`config.mk`:
```
export PLATFORM = sky130hd
export DESIGN_NAME = dbsp_port
export DESIGN_NICKNAME = d
export VERILOG_FILES = /design/src/design/dbsp_pkg.sv /design/src/design/dbsp_sync.sv /design/src/design/dbsp_port.sv
export SDC_FILE = /design/constraint.sdc
export NUM_CORES = 2
export LEC_CHECK = 0
export BUFFER_PORTS_ARGS = -buffer_cell sky130_fd_sc_hd__buf_2
export CORE_MARGIN = 4
export CORE_UTILIZATION = 35
export DETAILED_ROUTE_END_ITERATION = 7
export GPL_ROUTABILITY_DRIVEN = 0
export MAX_ROUTING_LAYER = met4
export PLACE_DENSITY = 0.56
export REMOVE_ABC_BUFFERS = 1
export SKIP_CTS_REPAIR_TIMING = 1
export SYNTH_ARGS = -nofsm -noshare
export SYNTH_HDL_FRONTEND = slang
export SYNTH_MEMORY_MAX_BITS = 65536
export SYNTH_SLANG_ARGS = --single-unit
```
`constraint.sdc`:
```
create_clock -name clk -period 2.55 [get_ports clk]
set_clock_uncertainty 0.05 [all_clocks]
set_input_delay 0.1275 -clock clk [delete_from_list [all_inputs] [get_ports clk]]
set_output_delay 0.1275 -clock clk [all_outputs]
set_load 0.02 [all_outputs]
```
`src/design/dbsp_pkg.sv`:
```
/*
  constants, command carrier and state codes for the burst sram port.
  assumes the host link clocks are slow against clk (at least 8 clk per link period).
*/
// Summary of operation
// - one address per burst, latched on input clock rising edges only
// - write words captured on rising edges of both input clocks
// - read words launched on output clocks, else on input clocks
// - each address selects two consecutive words moved in order
// - a one-bit burst counter picks first or second word
// - narrow widths start the burst counter at zero
// - wide widths start the counter at the address lsb
// - all synchronous inputs registered by the input clock pair
// - all data outputs registered by the output clock pair, else by the input clock pair
// - writes complete internally, self-timed, with no extra host strobe
// - echo strobes drive out aligned with read words
// - only rising edges of each clock act, falling edges ignored
// - data moves at twice the clock rate
// - read and write data share one set of two-way pins
package dbsp_pkg;

  // ---------------------------------------------
  // sizes
  // ---------------------------------------------
  localparam int ADDR_W = 6;
  localparam int NARROW_MAX_W = 9;
  localparam int NIBBLE_W = 4;
  localparam int BYTE_W = 9;
  localparam int NIBBLE_DATA_W = 8;

  // ---------------------------------------------
  // link clock bit positions and fallback
  // ---------------------------------------------
  localparam int CLK_K = 0;
  localparam int CLK_KN = 1;
  localparam int CLK_C = 2;
  localparam int CLK_CN = 3;
  localparam int CLK_N = 4;
  localparam logic [1:0] C_MISS_LIMIT = 2'h2;

  typedef struct packed {
    logic op_strobe_n;
    logic rd_nwr;
    logic [ADDR_W-1:0] addr;
  } dbsp_cmd_s;

  typedef enum logic [4:0] {
    ST_IDLE = 5'h01,
    ST_WR0 = 5'h02,
    ST_WR1 = 5'h04,
    ST_RD0 = 5'h08,
    ST_RD1 = 5'h10
  } dbsp_state_e;

endpackage

```
`src/design/dbsp_sync.sv`:
```
/*
  two-flop synchroniser with rising edge detect on the synchronised level.
  assumes inputs are stable for at least two clk periods around each use.
*/
`timescale 1ns/100ps
`default_nettype none
module dbsp_sync #(
  parameter int W = 1
) (
  input wire logic clk,
  input wire logic rst_b,
  input wire logic [W-1:0] d,
  output logic [W-1:0] q,
  output logic [W-1:0] rise
);
  logic [W-1:0] meta_q;
  logic [W-1:0] sync_q;
  logic [W-1:0] prev_q;
  logic [2:0] warm_q;

  always_ff @(posedge clk) begin
    if (!rst_b) begin
      meta_q <= '0;
      sync_q <= '0;
      prev_q <= '0;
      warm_q <= 3'h0;
    end else begin
      meta_q <= d;
      sync_q <= meta_q;
      prev_q <= sync_q;
      warm_q <= {warm_q[1:0], 1'b1};
    end
  end

  assign q = sync_q;
  // rising edge only
  // no edge until prev_q holds a real sample: an idle-high pin gives no false rise
  assign rise = warm_q[2] ? (sync_q & ~prev_q) : '0;
endmodule // dbsp_sync
`default_nettype wire

```
`src/design/dbsp_port.sv`:
```
/*
  device side of a double-data-rate two-word burst static memory port.
  assumes the host drives the link clocks, command, lane selects and write data,
  each held at least two clk periods around the rising edge that takes it.
*/
`timescale 1ns/100ps
`default_nettype none
module dbsp_port #(
  parameter int WIDTH = 36,
  localparam int LANE_W = (WIDTH == dbsp_pkg::NIBBLE_DATA_W) ? dbsp_pkg::NIBBLE_W : dbsp_pkg::BYTE_W,
  localparam int LANES = WIDTH / LANE_W
) (
  input wire logic clk,
  input wire logic rst_b,
  input wire logic k_clk,
  input wire logic k_clk_n,
  input wire logic c_clk,
  input wire logic c_clk_n,
  input wire dbsp_pkg::dbsp_cmd_s cmd,
  input wire logic [LANES-1:0] byte_lane_mask_n,
  input wire logic [WIDTH-1:0] dq_in,
  output logic [WIDTH-1:0] dq_out,
  output logic dq_oe_n,
  output logic [1:0] echo_strobe_pair
);
  import dbsp_pkg::*;

  localparam int IDX_W = ADDR_W + 1;
  localparam int DEPTH = 2 ** IDX_W;
  localparam int CMD_W = $bits(dbsp_cmd_s);
  localparam bit NARROW = (WIDTH <= NARROW_MAX_W);

  // ---------------------------------------------
  // input registers
  // ---------------------------------------------
  logic [CLK_N-1:0] clk_s;
  logic [CLK_N-1:0] clk_r;
  logic [CMD_W-1:0] cmd_v;
  logic [LANES+WIDTH-1:0] wdat_v;
  dbsp_cmd_s cmd_s;

  dbsp_sync #(.W(CLK_N)) u_clk_sync (
    .clk(clk),
    .rst_b(rst_b),
    .d({c_clk_n, c_clk, k_clk_n, k_clk}),
    .q(clk_s),
    .rise(clk_r)
  );

  dbsp_sync #(.W(CMD_W)) u_cmd_sync (
    .clk(clk),
    .rst_b(rst_b),
    .d(cmd),
    .q(cmd_v),
    .rise()
  );

  dbsp_sync #(.W(LANES + WIDTH)) u_dat_sync (
    .clk(clk),
    .rst_b(rst_b),
    .d({byte_lane_mask_n, dq_in}),
    .q(wdat_v),
    .rise()
  );

  assign cmd_s = cmd_v;

  wire [LANES-1:0] mask_s = wdat_v[LANES+WIDTH-1:WIDTH];
  wire [WIDTH-1:0] dq_s = wdat_v[WIDTH-1:0];
  wire k_r = clk_r[CLK_K];
  wire kn_r = clk_r[CLK_KN];

  // ---------------------------------------------
  // output clock presence
  // ---------------------------------------------
  logic c_used_q;
  logic [1:0] miss_q;
  logic c_used_d;
  logic [1:0] miss_d;

  // absence is only seen after three input clock rising edges without an output clock edge
  always_comb begin
    c_used_d = c_used_q;
    miss_d = miss_q;
    if (clk_r[CLK_C]) begin
      c_used_d = 1'b1;
      miss_d = 2'h0;
    end else if (k_r) begin
      if (miss_q == C_MISS_LIMIT) begin
        c_used_d = 1'b0;
      end else begin
        miss_d = miss_q + 2'h1;
      end
    end
  end

  always_ff @(posedge clk) begin
    if (!rst_b) begin
      c_used_q <= 1'b0;
      miss_q <= 2'h0;
    end else begin
      c_used_q <= c_used_d;
      miss_q <= miss_d;
    end
  end

  wire launch0 = c_used_q ? clk_r[CLK_C] : k_r;
  wire launch1 = c_used_q ? clk_r[CLK_CN] : kn_r;
  wire echo0 = c_used_q ? clk_s[CLK_C] : clk_s[CLK_K];
  wire echo1 = c_used_q ? clk_s[CLK_CN] : clk_s[CLK_KN];

  // ---------------------------------------------
  // burst sequencer
  // ---------------------------------------------
  dbsp_state_e st_q;
  dbsp_state_e st_d;
  logic [ADDR_W-1:0] addr_q;
  logic rd_q;
  logic cnt_q;

  wire idle = (st_q == ST_IDLE);
  wire wr_cap = ((st_q == ST_WR0) && kn_r) || ((st_q == ST_WR1) && k_r);
  wire rd_launch = ((st_q == ST_RD0) && launch0) || ((st_q == ST_RD1) && launch1);
  wire start = k_r && !cmd_s.op_strobe_n && (idle || (st_q == ST_WR1));
  wire start_cnt = NARROW ? 1'b0 : cmd_s.addr[0];
  wire [IDX_W-1:0] idx = NARROW ? {addr_q, cnt_q} : {1'b0, addr_q[ADDR_W-1:1], cnt_q};

  always_comb begin
    st_d = st_q;
    unique case (st_q)
      ST_IDLE: begin
        if (start) begin
          st_d = cmd_s.rd_nwr ? ST_RD0 : ST_WR0;
        end
      end
      ST_WR0: begin
        if (kn_r) begin
          st_d = ST_WR1;
        end
      end
      ST_WR1: begin
        if (start) begin
          st_d = cmd_s.rd_nwr ? ST_RD0 : ST_WR0;
        end else if (k_r) begin
          st_d = ST_IDLE;
        end
      end
      ST_RD0: begin
        if (launch0) begin
          st_d = ST_RD1;
        end
      end
      ST_RD1: begin
        if (launch1) begin
          st_d = ST_IDLE;
        end
      end
      default: begin
        st_d = ST_IDLE;
      end
    endcase
  end

  always_ff @(posedge clk) begin
    if (!rst_b) begin
      st_q <= ST_IDLE;
    end else begin
      st_q <= st_d;
    end
  end

  always_ff @(posedge clk) begin
    if (!rst_b) begin
      addr_q <= '0;
      rd_q <= 1'b0;
    end else if (start) begin
      addr_q <= cmd_s.addr;
      rd_q <= cmd_s.rd_nwr;
    end
  end

  always_ff @(posedge clk) begin
    if (!rst_b) begin
      cnt_q <= 1'b0;
    end else if (start) begin
      cnt_q <= start_cnt;
    end else if (wr_cap || rd_launch) begin
      cnt_q <= ~cnt_q;
    end
  end

  // ---------------------------------------------
  // array and self-timed write
  // ---------------------------------------------
  logic [WIDTH-1:0] mem_q [DEPTH];
  logic wr_en_q;
  logic [IDX_W-1:0] wr_idx_q;
  logic [WIDTH-1:0] wr_data_q;
  logic [LANES-1:0] wr_mask_q;
  logic [WIDTH-1:0] merged;

  for (genvar l = 0; l < LANES; l++) begin : g_lane
    assign merged[l*LANE_W +: LANE_W] = wr_mask_q[l] ? mem_q[wr_idx_q][l*LANE_W +: LANE_W]
                                                     : wr_data_q[l*LANE_W +: LANE_W];
  end

  always_ff @(posedge clk) begin
    if (!rst_b) begin
      wr_en_q <= 1'b0;
      wr_idx_q <= '0;
      wr_data_q <= '0;
      wr_mask_q <= '1;
    end else begin
      wr_en_q <= wr_cap;
      wr_idx_q <= idx;
      wr_data_q <= dq_s;
      wr_mask_q <= mask_s;
    end
  end

  always_ff @(posedge clk) begin
    if (wr_en_q) begin
      mem_q[wr_idx_q] <= merged;
    end
  end

  // ---------------------------------------------
  // output registers
  // ---------------------------------------------
  logic [WIDTH-1:0] dq_out_q;
  logic dq_oe_n_q;
  logic [1:0] echo_q;

  // one word per edge, two per period
  always_ff @(posedge clk) begin
    if (!rst_b) begin
      dq_out_q <= '0;
    end else if (rd_launch) begin
      dq_out_q <= mem_q[idx];
    end
  end

  // shared pins, drive from a read launch until the next launch0 while idle
  always_ff @(posedge clk) begin
    if (!rst_b) begin
      dq_oe_n_q <= 1'b1;
    end else if (rd_launch) begin
      dq_oe_n_q <= 1'b0;
    end else if (idle && launch0) begin
      dq_oe_n_q <= 1'b1;
    end
  end

  always_ff @(posedge clk) begin
    if (!rst_b) begin
      echo_q <= 2'h0;
    end else begin
      echo_q <= {echo1, echo0};
    end
  end

  assign dq_out = dq_out_q;
  assign dq_oe_n = dq_oe_n_q;
  assign echo_strobe_pair = echo_q;
endmodule // dbsp_port
`default_nettype wire

```
==> results.toml <==
[finish]
final_common_cell = "edfxtp_1"
drive_above_1_share_pct = 34.6
fill_cells = 23300
nets = 5752
final_util_pct = 43.6
seq_area_um2 = 73500
final_cell_mix = "edfxtp_1, buf_4, mux4_2, clkbuf_16, nor2_1"
area_growth_pct = 24.1
multi_input_area_um2 = 21200
stdcell_area_um2 = 118000
fin_cells = 9475

[critical_path]
r2r_setup_slack_ns = -0.1
cp-endpoint = "dq_out[17]"
cp_max_fo = 17
cp_data_arrival_time_ns = 3.43
cp_slowest_cell = "a221oi_1"
cp.required_ns = 3.34
crit_type = "reg2reg"
critPathMostFrequentCell = "buf_12"
startpoint = "cnt_q"
path_cells = "buf_12 > buf_16 > nand2b_4 > buf_12 > o22ai_1 > a221oi_1 > a22oi_1 > nand3_2 > a221o_1"
reg2reg_depth = 9
start_kind = "flip-flop"
r2r-end = "dq_out[17]"
timing.rr.start = "cnt_q"
crit_path_end_kind = "flip-flop"
critPathMaxStageDelay_ns = 0.57

[sta]
report.final.setup_viol = 26
setup_ws_ns = -0.0980
worst_slew_pin_slew_ns = 1.25
fin_crit_ns = 2.65
finalCritPeriodShare_pct = 104
timing.fmax_ghz = 0.378
whs_ns = 0.190
rsz0062_at_grt = "yes"
relSlewSlack_pct = 16.4
hold_viol_final = 0
finalSetupTns_ns = -1.27
finalMaxSlewViolations = 0

[floorplanning]
die_area_um2 = 280000
start_util_pct = 35.1
core_um2 = 271000
rows = 191
die_h_um = 529
fp.dieW_um = 529
io_pins = 93

[power]
swShare_pct = 21.0
total_power_mw = 89.6
p_leak_nw = 38.3
p_per_area_nw_per_um2 = 760
ir_drop_mv = 0.749
internal_power_mw = 70.8
clkPwrFrac_pct = 43.6
power_frac_comb_pct = 6.3
seq_power_share_pct = 50.1
power.switching_mw = 18.9

[yosys]
synth_area_um2 = 95100
ys_ff_latch = 2515
synthXorXnorAreaFrac_pct = 0.00921
synthFlopType = "edfxtp_1"
synth_top_family_by_area = "multiplexers"
synth_edf_count = 2304
ys_warn_count = 0
synth_cell_types = 60
seq_area_frac_synth_pct = 77.2
async_flop_share_pct = 0
synthMuxAreaShare_pct = 14.4
synth_compound_area_share_pct = 3.23
syn-mean-instance-area_um2 = 20.3
synthAdderAreaFrac_pct = 0.0132
syn_inst = 4680
synthSimpleGateAreaFrac_pct = 3.67

[run_status]
violations = "setup timing"
status = "complete, but fails checks"

[placed_design]
place_area_um2 = 105000
dp_slack_ns = -0.611
hpwl_um = 172000
numPlacedInstances = 8730
portBuffers = 92

[grt]
grt-ovfl-total = 0
grt_pass1_vias = 49600
grt_max_degree = 65
track_usage_pct = 19.5
antenna_found_initial = 9
grt_first_pass_wirelength_um = 379000

[job]
cap_violations = 0

[detailed_routing]
viasPerCell = 5.38
wl_per_cell_um = 29.2
drtIter0Drc = 5926
drc = 0
firstDrtPassIters = 8
routed_wl_um = 277000
antenna_left = 0
num_vias = 51000

[clock_network]
cts_buffers = 283
ctsLongestPathBuffers = 4
cts.sinks = 2515
cts_root_buf = "clkbuf_16"
htree_num_levels = 5
clock_latency_ns = 0.92
cts_tree = "yes"
clk_pin_slew_ns = 0.06

[min_path]
min_path_type = "in2reg"
hold_path_startpoint = "rst_b"
-- cell families (layout without fill, tap and decap cells) --
kind of cell | Yosys count | count (layout)
DFF | 2515 | 2515
and+or+nand+nor | 717 | 719
muxes | 755 | 755
xor gates and xnor gates | 1 | 1
buffers and inverters | 289 | 1509
other | 0 | 3
adders and majority gates | 1 | 1
AOI/OAI and AO/OA | 402 | 402
-- power by group through the flow --
| stage | Sequential (mW) | Clock, mW | Combinational, mW |
|---|---|---|---|
| floorplan | 46.3 | 0 | 4.30 |
| detailed placement | 45.8 | 0 | 4.83 |
| global placement | 45.8 | 0 | 4.80 |
| CTS | 44.9 | 39.9 | 4.84 |
| global route | 44.9 | 41.6 | 5.89 |
| finish | 44.9 | 39.1 | 5.61 |
-- per-layer routing --
metal  global-route usage, %  vias to the layer above  wire [um]
li1                        -                    21200          -
met1                    26.7                    27100     116000
met2                    29.6                     2200     129000
met3                    4.06                      467      23500
met4                    5.44                        0       8270
met5                       -                        -          0
-- worst min-delay path by stage --
stage                                       end  cells after the start
after floorplan            u_clk_sync.warm_q[0]                      0
after global placement     u_dat_sync.meta_q[9]                      2
after detailed placement  u_dat_sync.meta_q[33]                      2
after CTS                 u_dat_sync.meta_q[14]                      2
after global routing               wr_mask_q[3]                      3
final                              wr_mask_q[2]                      3
-- flip-flops by register name (all words and copies together), names as in the netlist --
register	count
addr_q	5
c_used_q	1
cnt_q	1
dq_oe_n	1
dq_out	36
echo_strobe_pair	2
mem_q	2304
miss_q	2
st_q	5
u_clk_sync.meta_q	4
u_clk_sync.prev_q	4
u_clk_sync.q	4
u_clk_sync.warm_q	3
u_cmd_sync.meta_q	8
u_cmd_sync.q	8
u_dat_sync.meta_q	40
u_dat_sync.q	40
wr_data_q	36
wr_en_q	1
wr_idx_q	6
wr_mask_q	4
-- worst max-delay path: cells and delay by family (launching register included) --
kind                   cells  cell delay [ns]
flip-flops                 1             0.37
AND/OR/NAND/NOR            2             0.46
AO/OA/AOI/OAI              4             1.08
buffers and inverters      3             0.57
-- cell type report --
class | count | area share [%]
sequential | 2515 | 62.3
multi-input combinational | 1878 | 18.0
timing repair buffer | 1013 | 8.46
clock buffer | 369 | 6.59
tap | 3570 | 3.79
clock inverter | 121 | 0.903
inverter | 6 | 0.0191
antenna | 3 | 0.00636
-- synthesized netlist by cell type, types with 10 or more instances --
cell type	n	area share [%]
buf_4	15	0.12
nor3b_1	10	0.079
dfxtp_1	211	4.4
o22ai_1	74	0.49
and2_1	155	1.0
nor2b_1	47	0.31
buf_1	33	0.13
mux4_2	480	11
nand2b_1	16	0.11
nor3_1	16	0.084
nand3_1	43	0.23
nand2_1	119	0.47
o21ai_1	32	0.17
buf_2	65	0.34
a22oi_1	104	0.82
nor2_1	271	1.1
a221oi_1	88	0.81
mux2_2	120	1.4
buf_6	18	0.21
clkbuf_1	152	0.60
a221o_1	32	0.34
mux2i_1	155	1.6
a22o_1	30	0.28
edfxtp_1	2304	73
(Power assumes the default switching activity.)
